## src/hvsg_defines.vh

```
// Constants for the high-voltage sense and GPIO interlock block
`ifndef HVSG_DEFINES_VH
`define HVSG_DEFINES_VH

`define HVSG_CLK_MHZ 10
`define HVSG_T_WAKE_US 16
`define HVSG_T_OC_US 26
`define HVSG_T_OL_US 64
`define HVSG_WAKE_CYC (`HVSG_T_WAKE_US * `HVSG_CLK_MHZ)
`define HVSG_OC_CYC (`HVSG_T_OC_US * `HVSG_CLK_MHZ)
`define HVSG_OL_CYC (`HVSG_T_OL_US * `HVSG_CLK_MHZ)

// Register indices (byte address = index)
`define HVSG_A_GPIO_CFG 4'h0
`define HVSG_A_MEAS 4'h1
`define HVSG_A_PULL 4'h2
`define HVSG_A_STATUS 4'h3
`define HVSG_A_MASK 4'h4
`define HVSG_A_WAKE_LOG 4'h5
`define HVSG_A_LEVEL 4'h6
`define HVSG_A_MODE 4'h7

// Pin configuration codes
`define HVSG_CFG_FO 3'h0
`define HVSG_CFG_HS_CS 3'h3
`define HVSG_CFG_OFF 3'h4
`define HVSG_CFG_WAKE 3'h5
`define HVSG_CFG_LS 3'h6
`define HVSG_CFG_HS 3'h7
`define HVSG_CFG_RST 3'h0

// Status bit positions
`define HVSG_ST_FAULT 0
`define HVSG_ST_WAKE 1
`define HVSG_ST_OC 2
`define HVSG_ST_OL 3
`define HVSG_ST_W 4

// Mode register: bit0 sleep request, bit1 GPIO wake only source
`define HVSG_MODE_SLEEP 0
`define HVSG_MODE_ONLY 1

`endif

```

## src/hvsg_filter.v

```verilog
// Persistence filter: output follows input after it holds for CYC cycles
`timescale 1ns/1ps
`default_nettype none
module hvsg_filter #(
    parameter CYC = 16,
    parameter [0:0] INIT = 1'b0
) (
    // Clock and reset
    input wire sys_clk,
    input wire rst_b,
    input wire clk_en,
    // Filter
    input wire run,
    input wire raw,
    output reg qual_ff
);
    reg [9:0] cnt_ff;
    wire differs = (raw != qual_ff);
    always @(posedge sys_clk or negedge rst_b) begin
        if (!rst_b) begin
            cnt_ff <= 10'h000;
            qual_ff <= INIT;
        end else if (clk_en) begin
            if (!run) begin
                // Idle filter forgets its verdict so a stale trip cannot
                // fire the moment the function is enabled again
                cnt_ff <= 10'h000;
                qual_ff <= INIT;
            end else if (!differs) begin
                cnt_ff <= 10'h000;
            end else if (cnt_ff == CYC[9:0] - 10'h001) begin
                cnt_ff <= 10'h000;
                qual_ff <= raw;
            end else begin
                cnt_ff <= cnt_ff + 10'h001;
            end
        end
    end
endmodule // hvsg_filter
`default_nettype wire

```

## src/hvsg_top.v

```verilog
// Measurement-mode interlock, wake qualification and switch diagnosis
`timescale 1ns/1ps
`default_nettype none
`include "hvsg_defines.vh"
module hvsg_top (
    // Clock and reset
    input wire sys_clk,
    input wire rst_b,
    input wire clk_en,
    // Register port
    input wire [3:0] reg_addr,
    input wire [7:0] reg_wdata,
    input wire reg_wr,
    input wire reg_rd,
    output reg [7:0] reg_rdata_ff,
    // Pin sensing
    input wire wake_pin_level,
    input wire overcurrent_raw,
    input wire open_load_raw,
    input wire failure_event,
    // Pin control
    output reg meas_route_ff,
    output reg pull_up_en_ff,
    output reg pull_down_en_ff,
    output reg fail_out_drive_ff,
    output reg low_side_on_ff,
    output reg high_side_on_ff,
    output reg wake_signal_ff,
    output reg restart_req_ff,
    output reg irq_ff
);
    reg [2:0] gpio_cfg_ff;
    reg meas_ff;
    reg fo_test_ff;
    reg [1:0] pull_cfg_ff;
    reg [3:0] status_ff;
    reg [3:0] mask_ff;
    reg wake_log_ff;
    reg level_ff;
    reg [1:0] mode_ff;
    reg wake_q_d_ff;
    wire wake_q;
    wire oc_q;
    wire ol_q;

    wire wr_cfg = reg_wr && (reg_addr == `HVSG_A_GPIO_CFG);
    wire wr_meas = reg_wr && (reg_addr == `HVSG_A_MEAS);
    wire wr_pull = reg_wr && (reg_addr == `HVSG_A_PULL);
    wire wr_stat = reg_wr && (reg_addr == `HVSG_A_STATUS);
    wire wr_mask = reg_wr && (reg_addr == `HVSG_A_MASK);
    wire wr_log = reg_wr && (reg_addr == `HVSG_A_WAKE_LOG);
    wire wr_mode = reg_wr && (reg_addr == `HVSG_A_MODE);

    wire is_wake = (gpio_cfg_ff == `HVSG_CFG_WAKE);
    wire is_ls = (gpio_cfg_ff == `HVSG_CFG_LS);
    wire is_hs = (gpio_cfg_ff == `HVSG_CFG_HS) ||
        (gpio_cfg_ff == `HVSG_CFG_HS_CS);
    wire switch_on = (is_ls || is_hs) && !meas_ff;

    // Config write during measurement is refused in whole
    wire cfg_refuse = wr_cfg && meas_ff;
    // Fail-output test bit (bit 3) also counts as enabling fail output
    wire cfg_enables = (reg_wdata[2:0] != `HVSG_CFG_OFF) || reg_wdata[3];
    wire cfg_fault = cfg_refuse && cfg_enables;
    // Measurement may only be turned on when pin is Off
    wire meas_refuse = wr_meas && reg_wdata[0] && !meas_ff &&
        (gpio_cfg_ff != `HVSG_CFG_OFF);
    // Sleep with GPIO wake as the only source during measurement
    wire sleep_fault = wr_mode && reg_wdata[`HVSG_MODE_SLEEP] &&
        reg_wdata[`HVSG_MODE_ONLY] && meas_ff;

    // Filter runs only while wake monitoring is allowed
    wire wake_run = is_wake && !meas_ff;

    hvsg_filter #(.CYC(`HVSG_WAKE_CYC), .INIT(1'b0)) u_wake (
        .sys_clk(sys_clk),
        .rst_b(rst_b),
        .clk_en(clk_en),
        .run(wake_run),
        .raw(wake_pin_level),
        .qual_ff(wake_q)
    );

    hvsg_filter #(.CYC(`HVSG_OC_CYC), .INIT(1'b0)) u_oc (
        .sys_clk(sys_clk),
        .rst_b(rst_b),
        .clk_en(clk_en),
        .run(switch_on),
        .raw(overcurrent_raw),
        .qual_ff(oc_q)
    );

    hvsg_filter #(.CYC(`HVSG_OL_CYC), .INIT(1'b0)) u_ol (
        .sys_clk(sys_clk),
        .rst_b(rst_b),
        .clk_en(clk_en),
        .run(is_hs && !meas_ff),
        .raw(open_load_raw),
        .qual_ff(ol_q)
    );

    wire wake_edge = wake_run && (wake_q != wake_q_d_ff);
    wire oc_trip = switch_on && oc_q;
    wire ol_trip = is_hs && !meas_ff && ol_q;

    // Events; set wins over write-one-to-clear
    reg [3:0] ev;
    reg [3:0] nxt_status;
    always @* begin
        ev = 4'h0;
        ev[`HVSG_ST_FAULT] = cfg_fault || meas_refuse || sleep_fault;
        ev[`HVSG_ST_WAKE] = wake_edge;
        ev[`HVSG_ST_OC] = oc_trip;
        ev[`HVSG_ST_OL] = ol_trip;
        nxt_status = status_ff;
        if (wr_stat) begin
            nxt_status = status_ff & ~reg_wdata[3:0];
        end
        nxt_status = nxt_status | ev;
    end

    always @(posedge sys_clk or negedge rst_b) begin
        if (!rst_b) begin
            gpio_cfg_ff <= `HVSG_CFG_RST;
            meas_ff <= 1'b0;
            fo_test_ff <= 1'b0;
            pull_cfg_ff <= 2'h0;
            status_ff <= 4'h0;
            mask_ff <= 4'h0;
            wake_log_ff <= 1'b0;
            level_ff <= 1'b0;
            mode_ff <= 2'h0;
            wake_q_d_ff <= 1'b0;
        end else if (clk_en) begin
            wake_q_d_ff <= wake_q;
            status_ff <= nxt_status;
            if (oc_trip) begin
                gpio_cfg_ff <= `HVSG_CFG_OFF;
            end else if (wr_cfg && !cfg_refuse) begin
                gpio_cfg_ff <= reg_wdata[2:0];
                fo_test_ff <= reg_wdata[3];
            end
            if (wr_meas && !meas_refuse) begin
                meas_ff <= reg_wdata[0];
            end
            if (wr_pull) begin
                pull_cfg_ff <= reg_wdata[1:0];
            end
            if (wr_mask) begin
                mask_ff <= reg_wdata[3:0];
            end
            if (wr_mode && !sleep_fault) begin
                mode_ff <= reg_wdata[1:0];
            end
            // Log and level hold while measuring
            if (wake_edge) begin
                wake_log_ff <= 1'b1;
            end else if (wr_log && reg_wdata[0]) begin
                wake_log_ff <= 1'b0;
            end
            if (wake_run) begin
                level_ff <= wake_q;
            end
        end
    end

    // Pin drive and routing
    always @(posedge sys_clk or negedge rst_b) begin
        if (!rst_b) begin
            meas_route_ff <= 1'b0;
            pull_up_en_ff <= 1'b0;
            pull_down_en_ff <= 1'b0;
            fail_out_drive_ff <= 1'b0;
            low_side_on_ff <= 1'b0;
            high_side_on_ff <= 1'b0;
            wake_signal_ff <= 1'b0;
            restart_req_ff <= 1'b0;
            irq_ff <= 1'b0;
        end else if (clk_en) begin
            meas_route_ff <= meas_ff;
            // Stored pull setting has no effect while measuring
            pull_up_en_ff <= !meas_ff && pull_cfg_ff[0];
            pull_down_en_ff <= !meas_ff && pull_cfg_ff[1];
            fail_out_drive_ff <= !meas_ff &&
                (gpio_cfg_ff == `HVSG_CFG_FO) &&
                (failure_event || fo_test_ff);
            low_side_on_ff <= switch_on && is_ls && !oc_trip;
            high_side_on_ff <= switch_on && is_hs && !oc_trip;
            wake_signal_ff <= wake_run && wake_q;
            restart_req_ff <= sleep_fault;
            irq_ff <= |(nxt_status & mask_ff);
        end
    end

    // Read data one cycle after the strobe; unmapped reads zero
    always @(posedge sys_clk or negedge rst_b) begin
        if (!rst_b) begin
            reg_rdata_ff <= 8'h00;
        end else if (clk_en) begin
            reg_rdata_ff <= 8'h00;
            if (reg_rd) begin
                case (reg_addr)
                    `HVSG_A_GPIO_CFG: reg_rdata_ff <= {4'h0, fo_test_ff,
                        gpio_cfg_ff};
                    `HVSG_A_MEAS: reg_rdata_ff <= {7'h00, meas_ff};
                    `HVSG_A_PULL: reg_rdata_ff <= {6'h00, pull_cfg_ff};
                    `HVSG_A_STATUS: reg_rdata_ff <= {4'h0, status_ff};
                    `HVSG_A_MASK: reg_rdata_ff <= {4'h0, mask_ff};
                    `HVSG_A_WAKE_LOG: reg_rdata_ff <= {7'h00, wake_log_ff};
                    `HVSG_A_LEVEL: reg_rdata_ff <= {7'h00, level_ff};
                    `HVSG_A_MODE: reg_rdata_ff <= {6'h00, mode_ff};
                    default: reg_rdata_ff <= 8'h00;
                endcase
            end
        end
    end
endmodule // hvsg_top
`default_nettype wire

```

## config.mk

```make
export PLATFORM = sky130hd
export DESIGN_NAME = hvsg_top
export DESIGN_NICKNAME = d
export VERILOG_FILES = /design/src/hvsg_filter.v /design/src/hvsg_top.v
export VERILOG_INCLUDE_DIRS = /design/src
export SDC_FILE = /design/constraint.sdc
export NUM_CORES = 1
export LEC_CHECK = 0
export BUFFER_PORTS_ARGS = -buffer_cell sky130_fd_sc_hd__buf_2
export CAP_MARGIN = 20
export CORE_MARGIN = 1.5
export CORE_UTILIZATION = 55
export CTS_CLUSTER_DIAMETER = 150
export DETAILED_ROUTE_END_ITERATION = 6
export GPL_ROUTABILITY_DRIVEN = 1
export PLACE_DENSITY_LB_ADDON = 0.1
export SYNTH_ARGS = -nofsm -noshare
export SYNTH_HDL_FRONTEND = slang
export SYNTH_HIERARCHICAL = 1
export SYNTH_SLANG_ARGS = --single-unit
```

## constraint.sdc

```tcl
create_clock -name sys_clk -period 2.4 [get_ports sys_clk]
set_input_delay 0.24 -clock sys_clk [delete_from_list [all_inputs] [get_ports sys_clk]]
set_output_delay 0.24 -clock sys_clk [all_outputs]
set_load 0.01 [all_outputs]
```

* After elaboration in Yosys (flattened, before gate mapping)
Index checks and enable logic that the tools add are counted.
** Word-level totals
- Output and inout port bits :: 17
- Logic and storage cells :: 146
- Input bits :: 21
- Register bits :: 70
** Operators by class
- Reduce and logical (&&, ||, !) cells :: 61
- Eq/ne operators :: 26
- Add/subtract/negate cells :: 3
- Mux-type cells :: 25
- Bitwise operators :: 5
** Operators by type and width (number)
- $mux W10 :: 9
- $logic_and A1 B1 Y1 :: 34
- $pmux W4 S8 :: 1
- $add A10 B1 Y10 const B :: 3
- $eq A4 B3 Y1 const B :: 4
- $reduce_and A2 Y1 :: 7
- $reduce_and A3 Y1 :: 4
- $mux W1 :: 11
- $eq A10 B10 Y1 const B :: 1
- $eq A10 B8 Y1 const B :: 1
- $eq A10 B9 Y1 const B :: 1
- $eq A3 B3 Y1 const B :: 3
- $and A4 B4 Y4 :: 2
- $eq A4 B2 Y1 const B :: 2
- $mux W4 :: 2
- $ne A2 B2 Y1 const B :: 4
- $logic_or A1 B1 Y1 :: 6
- $mux W3 :: 2
- $ne A3 B3 Y1 const B :: 2
- $logic_not A1 Y1 :: 5
- $eq A4 B1 Y1 const B :: 1
- $logic_not A4 Y1 :: 1
- $ne A1 B1 Y1 :: 4
- $ne A2 B1 Y1 const B :: 2
- other kinds (7) :: 8

* Longest topological paths before layout
Gate-level depths: netlist of the first run.
- Depth in word-level cells :: 10
- Mapped depth :: 6
- Gate-level depth less buffers :: 5

* By module
The synthesis of the first run kept the hierarchy.
** Modules (own cells, without submodules)
- hvsg_top :: seq. area each 825.8 um2, area an instance 1788.0 um2, cells an instance 178, times used 1
- hvsg_filter at u_wake :: seq. area each 275.3 um2, area an instance 623.1 um2, cells an instance 69, times used 1
- hvsg_filter at u_ol :: seq. area each 275.3 um2, area an instance 603.1 um2, cells an instance 63, times used 1
- hvsg_filter at u_oc :: seq. area each 275.3 um2, area an instance 595.6 um2, cells an instance 59, times used 1

* Worst setup path before layout of the first run
OpenSTA, ideal clock, no wires.
- Path kind :: register -> register
- Start :: reg u_oc.cnt_ff[4]
- End :: reg u_oc.cnt_ff[8]
- Setup time :: 0.119 ns
- Cell stages (with the launch flop) :: 6
- Arrival :: 1.565 ns
- Data required time :: 2.281 ns
- Setup slack :: 0.717 ns
- Buffers on the path :: 1
- Clock period less this slack :: 1.683 ns
- Cells stage by stage :: dfrtp_1 -> or4_4 -> o311ai_2 -> and2_0 -> buf_4 -> nor2_1
** On the way
- Cells in the longest elaborated chain, start to end :: 4
- Elaborated cells on any way between the ends :: 5
- Those cells by class :: add/sub (1); eq/ne (1); mux (3)
** RTL lines
- start: declaration :: line hvsg_filter.v:17 : reg [9:0] cnt_ff;
- start signal: assignment :: line hvsg_filter.v:35 : cnt_ff <= cnt_ff + 10'h001;
- $add A10 B1 Y10 or $eq A10 B9 Y1 (tied branches) :: line hvsg_filter.v:35, hvsg_filter.v:31
- $mux W10 (*) :: line hvsg_filter.v:31 : end else if (cnt_ff == CYC[9:0] - 10'h001) begin
- $mux W10 (*) :: line hvsg_filter.v:29 : end else if (!differs) begin
- $mux W10 (*) :: line hvsg_filter.v:24 : if (!run) begin
Every way passes the cells marked *; elsewhere a longest branch is shown, timed or not.
A chain may end at the register's enable or synchronous reset.

* Worst setup path after layout of the first run
- Start :: reg u_oc.cnt_ff[4]
- End :: reg u_oc.cnt_ff[5]
Same word-level chain as after synthesis.

==> impl_metrics.tcl, run 1 <==
set metrics [dict create \
    overflow 0 \
    dr.first_iter.drc_count 193 \
    cp.arrival_ns 2.15 \
    core_um2 6350 \
    synth_common_cells "dfrtp_1, nand2_1, nor2_1" \
    cts_buffers 9 \
    tritoncts "built" \
    ios 38 \
    dieWidth_um 84.0 \
    status "finished, final reports clean" \
    yosysMostFrequentCell "dfrtp_1" \
    grt_first_pass_wirelength_um 13200 \
    placed_cells 462 \
    rsz0062_at_grt "false" \
    fin_ws_ns 0.466 \
    hold_violations 0 \
    antenna_cells 0 \
    synth-main-ff-cell "dfrtp_1" \
    cp.required_ns 2.62 \
    worstPathCellList "or4_4, o311ai_2, and2_0, nor2_1" \
    cp-start-kind "flop" \
    tightestPinTransition_ns 0.739 \
    place_hpwl_um 5180 \
    path_clk_slew_ns 0.07 \
    place_ws_ns 0.453 \
    fp.dieH_um 84.0 \
    clockBufferDepth 2 \
    grt_max_degree 38 \
    dr.pass1.iters 5 \
    wl_per_cell_um 15.8 \
    cp-end-kind "flop" \
    critPathTopFamily "simple AND/OR/NAND/NOR gates" \
    root_buffer "clkbuf_8" \
    synth_area_um2 3610 \
    netlist_instances 369 \
    critical-path-slowest-cell "or4_4" \
    ys_seq_area_share_pct 45.8 \
    async_flop_share_pct 100 \
    report.final.slew_viol_count 0 \
    synth-edff-count 0 \
    grt_usage_pct 23.6 \
    grt_antenna_before_repair 0 \
    syn2layout_area_growth_pct 11.7 \
    placed_area_um2 3820 \
    synth_top_area_share_pct 45.8 \
    insertion_delay_ns 0.34 \
    ys_top_cells_by_area "dfrtp_1, nand2_1, nor2_1, nand3_1, xor2_1" \
    fin_skew_ns 0.00721 \
    max_freq_mhz 517 \
    stdcell_area_um2 4030 \
    cts_setup_buffers 0 \
    critPathKind "flop to flop" \
    ys_types 65 \
    yosys_register_bits 66 \
    timing.final.crit_share_pct 80.6 \
    maxCapViolCount 0 \
    vias 2859 \
    critPathBufInv 0 \
    cts_sinks 66 \
    vias_per_cell 5.98 \
    htree_levels 3 \
    avgSynthCellArea_um2 9.78 \
    synth_top_cell_by_area "dfrtp_1" \
    grt_pass1_vias 2742 \
    power_density_nw_per_um2 646 \
    route.detailed.drc 0 \
    drive_above_1_share_pct 18.5 \
    final_nets 421 \
    cp_max_fo 6 \
    ant_nets 0 \
    totalWireLength_um 7550 \
    slew_headroom_pct 50.7 \
    num_rows 29 \
    holdCritPathClass "input pin to flop" \
    setup_tns_ns 0 \
    finalCriticalPeriod_ns 1.93 \
    ir_drop_uv 460 \
    dieArea_um2 7060 \
    max_stage_delay_ns 0.55 \
    io_buffers 29 \
    place.gp.congestion 0.848 \
    setup_viol 0 \
    power_leakage_nw 1.74 \
    initial_core_util_pct 56.8 \
    yosys_warnings 6 \
    final_cell_count_no_fill 478 \
]
[state kept, by name, indices dropped and copies added (netlist names), 2 cells and up]
signal,flops
status_ff,4
gpio_cfg_ff,3
mask_ff,4
reg_rdata_ff,4
mode_ff,2
u_oc/cnt_ff,10
pull_cfg_ff,2
u_wake/cnt_ff,10
u_ol/cnt_ff,10
[cells in the final DEF, fill, tap and decap left out, types with 4 or more instances in the layout]
cell type / instances
o22ai_1: 10
nand2_1: 29
buf_2: 29
nand4_1: 14
xnor2_1: 7
and2_1: 4
mux2i_1: 7
nand3b_1: 4
xor2_1: 11
dfrtp_1: 66
mux2_2: 8
nor3_1: 5
and3_1: 6
nor3b_1: 4
nand3_1: 20
nor2_1: 29
a21oi_1: 10
nor4_1: 5
nand2b_1: 6
conb_1: 4
a22o_1: 5
clkbuf_8: 12
o21ai_1: 4
o21ai_0: 12
inv_1: 23
[per-layer routing]
| layer | GRT usage (%) | routed length, um | vias up |
|---|---|---|---|
| met2 | 35.9 | 3560 | 73 |
| met5 | 0 | 0 | - |
| li1 | - | - | 1386 |
| met1 | 33.2 | 3580 | 1390 |
| met4 | 8.49 | 82 | 0 |
| met3 | 5.54 | 329 | 10 |
[path summary, 6_finish.rpt]
| path | endpoint | start | cells after the start | slack, ns |
|---|---|---|---|---|
| max | u_oc/cnt_ff[5]$_DFFE_PN0P_ | u_oc/cnt_ff[4]$_DFFE_PN0P_ | 4 | 0.47 |
| min | fo_test_ff$_DFFE_PN0P_ | reg_wdata[3] | 2 | 0.19 |
| max reg2reg | u_oc/cnt_ff[5]$_DFFE_PN0P_ | u_oc/cnt_ff[4]$_DFFE_PN0P_ | 4 | 0.47 |
| min reg2reg | mode_ff[1]$_DFFE_PN0P_ | mode_ff[1]$_DFFE_PN0P_ | 1 | 0.50 |
| max in group asynchronous | u_oc/qual_ff$_DFFE_PN0P_ | rst_b | 3 | 1.26 |
| min in group asynchronous | reg_rdata_ff[1]$_DFFE_PN0P_ | rst_b | 2 | 0.49 |
[cell type report]
cell class | instances | area, um^2
inverters | 23 | 86.3
clock inverters | 2 | 35.0
repair buffers | 35 | 218
well taps | 77 | 96.3
flip-flops and latches | 66 | 1650
fillers | 530 | 2320
multi-input cells | 262 | 1780
clock buffers | 13 | 169
[power breakdown]
part	leakage (nW)	internal, mW	switching [mW]
Sequential	0.892	1.19	0.0824
Clock	0.106	0.558	0.407
Combinational	0.744	0.168	0.199
Total	1.74	1.92	0.688
[worst register-to-register path: stages, from the launching register on]
cell      delay [ns]
dfrtp_1         0.44
or4_4           0.55
o311ai_2        0.38
and2_0          0.35
nor2_1          0.09
[timing repair]
action                     in CTS  in global routing
gates resized for setup         0                  0
hold endpoints to repair       30                  0
hold buffers                    1                  0
setup endpoints to repair       0                  0
[logic make-up after synthesis]
group           count (synthesis)  share of synthesized area [%]
simple gates                  149                           23.5
compound gates                 69                           13.6
flops                          66                           45.8
buf+inv                        44                           5.34
mux                            19                           6.31
xor+xnor                       18                           4.37
fa+ha+maj                       3                           1.04
other cells                     1                          0.104
[through the flow]
step | hold WS, ns | total power, mW | util (%)
2_1_floorplan | -0.0556 | 1.52 | -
3_3_place_gp | 0.340 | 1.65 | 60.1
3_5_place_dp | 0.340 | 1.66 | 60.1
4_1_cts | 0.172 | 2.64 | 63.5
5_1_grt | 0.186 | 2.73 | 63.5
6_report | 0.188 | 2.60 | 63.5
No activity file was read; power rests on OpenSTA's default activity.
==> run 2: changes to the inputs <==
--- a/config.mk
+++ b/config.mk
@@ -6,10 +6,11 @@
 export SDC_FILE = /design/constraint.sdc
 export NUM_CORES = 1
 export LEC_CHECK = 0
+export ABC_AREA = 1
 export BUFFER_PORTS_ARGS = -buffer_cell sky130_fd_sc_hd__buf_2
 export CAP_MARGIN = 20
 export CORE_MARGIN = 1.5
-export CORE_UTILIZATION = 55
+export CORE_UTILIZATION = 54
 export CTS_CLUSTER_DIAMETER = 150
 export DETAILED_ROUTE_END_ITERATION = 6
 export GPL_ROUTABILITY_DRIVEN = 1
==> constraint.sdc (replaced) <==
create_clock -name sys_clk -period 1.7 [get_ports sys_clk]
set_input_delay 0.17 -clock sys_clk [delete_from_list [all_inputs] [get_ports sys_clk]]
set_output_delay 0.17 -clock sys_clk [all_outputs]
set_load 0.01 [all_outputs]
==> run 2 against run 1 <==
Compared with the run above: clock skew about the same; critical endpoint is now u_oc/cnt_ff[9]$_DFFE_PN0P_; wire length increased by 14%; sequential share of layout area decreased by 3.3 points.
==> impl_metrics.tcl, run 2 <==
set metrics [dict create \
    timing.final.crit_share_pct 91.9 \
    yosys_warnings 6 \
    synth_fa_ha_area_share_pct 0.974 \
    max_freq_mhz 640 \
    ios 38 \
    antenna_cells 0 \
    netlist_instances 499 \
    cp-start-kind "flop" \
    yosysMostFrequentCell "nand2_1" \
    grt_pass1_vias 3240 \
    cp.required_ns 1.98 \
    num_rows 30 \
    initial_core_util_pct 56.4 \
    worstPathCellList "nor3_2, inv_1, nand2_1, inv_1, a21oi_1, a21oi_4, nor2_1" \
    p_int_mw 2.85 \
    top_regs "u_oc/cnt_ff (10), u_ol/cnt_ff (10), u_wake/cnt_ff (10)" \
    reg2reg_slack_ns 0.14 \
    pwr-share-clk_pct 38.2 \
    synthSimpleGateAreaFrac_pct 36.5 \
    rr_startpoint "meas_ff$_DFFE_PN0P_" \
    dieArea_um2 7650 \
    fin_skew_ns 0.00672 \
    r2r_end "u_oc/cnt_ff[9]$_DFFE_PN0P_" \
    clockBufferDepth 2 \
    fp.dieH_um 87.5 \
    overflow 0 \
    rsz0062_at_grt "false" \
    cts_setup_buffers 0 \
    place.gp.congestion 0.903 \
    vias_per_cell 5.13 \
    dr.pass1.iters 4 \
    min_from "reg_wdata[2]" \
    dieWidth_um 87.5 \
    place_hpwl_um 6210 \
    synth_area_um2 3850 \
    tritoncts "built" \
    synth_common_cells "nand2_1, dfrtp_1, inv_1" \
    drive_above_1_share_pct 20.5 \
    r2r_cells 7 \
    syn2layout_area_growth_pct 14.0 \
    power_density_nw_per_um2 911 \
    synth-main-ff-cell "dfrtp_1" \
    finalCriticalPeriod_ns 1.56 \
    crit_path_frequent_cell "inv_1" \
    min_to "mask_ff[2]$_DFFE_PN0P_" \
    synth_top_family_by_area "simple AND/OR/NAND/NOR gates" \
    ys_types 45 \
    setup_tns_ns 0 \
    ant_nets 0 \
    final_common_cell "nand2_1" \
    totalWireLength_um 8600 \
    grt_usage_pct 25.2 \
    avgSynthCellArea_um2 7.72 \
    power_leakage_nw 2.19 \
    synth_top_cell_by_area "dfrtp_1" \
    synth_xor_area_share_pct 2.50 \
    route.detailed.drc 0 \
    p_comb_share_pct 16.1 \
    ys_seq_area_share_pct 42.9 \
    holdCritPathClass "input pin to flop" \
    async_flop_share_pct 100 \
    hold_violations 0 \
    holdPathStages 3 \
    layout_common_cells "nand2_1, dfrtp_1, inv_1" \
    ys_top_cells_by_area "dfrtp_1, nand2_1, inv_1, nand3_1, nor2_1" \
    synth-compound-area-share_pct 9.13 \
    grt_antenna_before_repair 0 \
    cts_sinks 66 \
    setup_viol 0 \
    pwr-share-seq_pct 45.7 \
    insertion_delay_ns 0.35 \
    critPathKind "flop to flop" \
    vias 3300 \
    wl_per_cell_um 13.4 \
    grt_first_pass_wirelength_um 14900 \
    placed_area_um2 4150 \
    switching_share_pct 28.8 \
    root_buffer "clkbuf_8" \
    critical-path-slowest-cell "dfrtp_2" \
    dr.first_iter.drc_count 167 \
    stdcell_area_um2 4390 \
    path_clk_slew_ns 0.07 \
    maxCapViolCount 0 \
    cp_max_fo 8 \
    io_buffers 29 \
    cp.arrival_ns 1.84 \
    cts_buffers 9 \
    synth_top_area_share_pct 42.9 \
    cp-end-kind "flop" \
    final_util_pct 64.3 \
    core_um2 6830 \
    p_sw_mw 1.15 \
    final_nets 566 \
    htree_levels 3 \
    grt_max_degree 67 \
    max_stage_delay_ns 0.48 \
    muxShareOfSynthArea_pct 0 \
    report.final.slew_viol_count 0 \
    status "finished, final reports clean" \
    yosys_register_bits 66 \
    synth-edff-count 0 \
    ir_drop_uv 776 \
]
-- run 2: changes by cell type in the layout (fill, tap and decap cells not counted), sizes merged, moves of 5 or more --
cell,previous run,this run
mux2,10,0
and3,6,1
inv,23,64
nor2,30,69
nand3,21,44
nor4,5,0
mux2i,7,0
nand2,32,147
a21oi,10,19
and2,6,0
o21ai,16,25
nand2b,6,0
-- run 2: logic make-up after synthesis --
family                     after synthesis
AOI/OAI and AO/OA                       59
xor gates and xnor gates                11
adders and majority gates                3
buffers and inverters                   75
DFF                                     66
other                                    1
and+or+nand+nor                        284
-- run 2: layout make-up --
class                      count  area (um^2)
fill                         614         2440
clock inverter                 4         73.8
timing repair buffer          39          235
multi-input combinational    361         1910
inverter                      65          246
sequential                    66         1650
clock buffer                  12          155
tap                           96          120
-- run 2: worst max path at each step --
stage	startpoint	end	depth (start not counted)
4_1_cts	meas_ff$_DFFE_PN0P_	u_oc/cnt_ff[9]$_DFFE_PN0P_	7
6_report	meas_ff$_DFFE_PN0P_	u_oc/cnt_ff[9]$_DFFE_PN0P_	7
3_3_place_gp	meas_ff$_DFFE_PN0P_	u_oc/cnt_ff[9]$_DFFE_PN0P_	7
2_1_floorplan	meas_ff$_DFFE_PN0P_	u_oc/cnt_ff[4]$_DFFE_PN0P_	8
5_1_grt	gpio_cfg_ff[0]$_DFFE_PN0P_	u_oc/cnt_ff[9]$_DFFE_PN0P_	8
3_5_place_dp	meas_ff$_DFFE_PN0P_	u_oc/cnt_ff[9]$_DFFE_PN0P_	7
-- run 2: worst max-delay path, delay by kind of cell (launching register included) --
kind                   cells  cell delay, ns
flip-flops                 1            0.48
AND/OR/NAND/NOR            3            0.51
buffers and inverters      2            0.15
AO/OA/AOI/OAI              2            0.37
-- run 2: per-layer routing --
metal  track usage (%)  vias up  wire, um  share of wire, %
li1                  -     1688         -                 -
met1              34.0     1542      4170                48
met2              41.0       60      4030                47
met3              3.70       10       286               3.3
met4              9.67        0       124               1.4
met5                 0        -         0                 0
-- run 2: per-stage QoR --
stage	setup slack [ns]	power, mW	hold slack, ns	std cells
finish	0.137	4.00	0.0828	643
global route	0.0108	4.21	0.116	643
CTS	0.111	4.03	0.0755	643
detailed placement	0.171	2.49	0.217	626
global placement	0.219	2.47	0.220	626
floorplan	0.212	2.25	-0.126	502
-- run 2: power by group through the flow --
stage	Combinational, mW	Sequential (mW)	Clock (mW)
5_1_grt	0.733	1.85	1.63
6_report	0.645	1.83	1.53
3_5_place_dp	0.637	1.85	0
2_1_floorplan	0.406	1.84	0
3_3_place_gp	0.621	1.85	0
4_1_cts	0.646	1.83	1.55
-- run 2: timing repair --
| action | in CTS | in global routing |
|---|---|---|
| resized for setup | 0 | 2 |
| hold endpoints to repair | 66 | 0 |
| hold buffers | 1 | 0 |
| endpoints found under the setup margin | 0 | 7 |
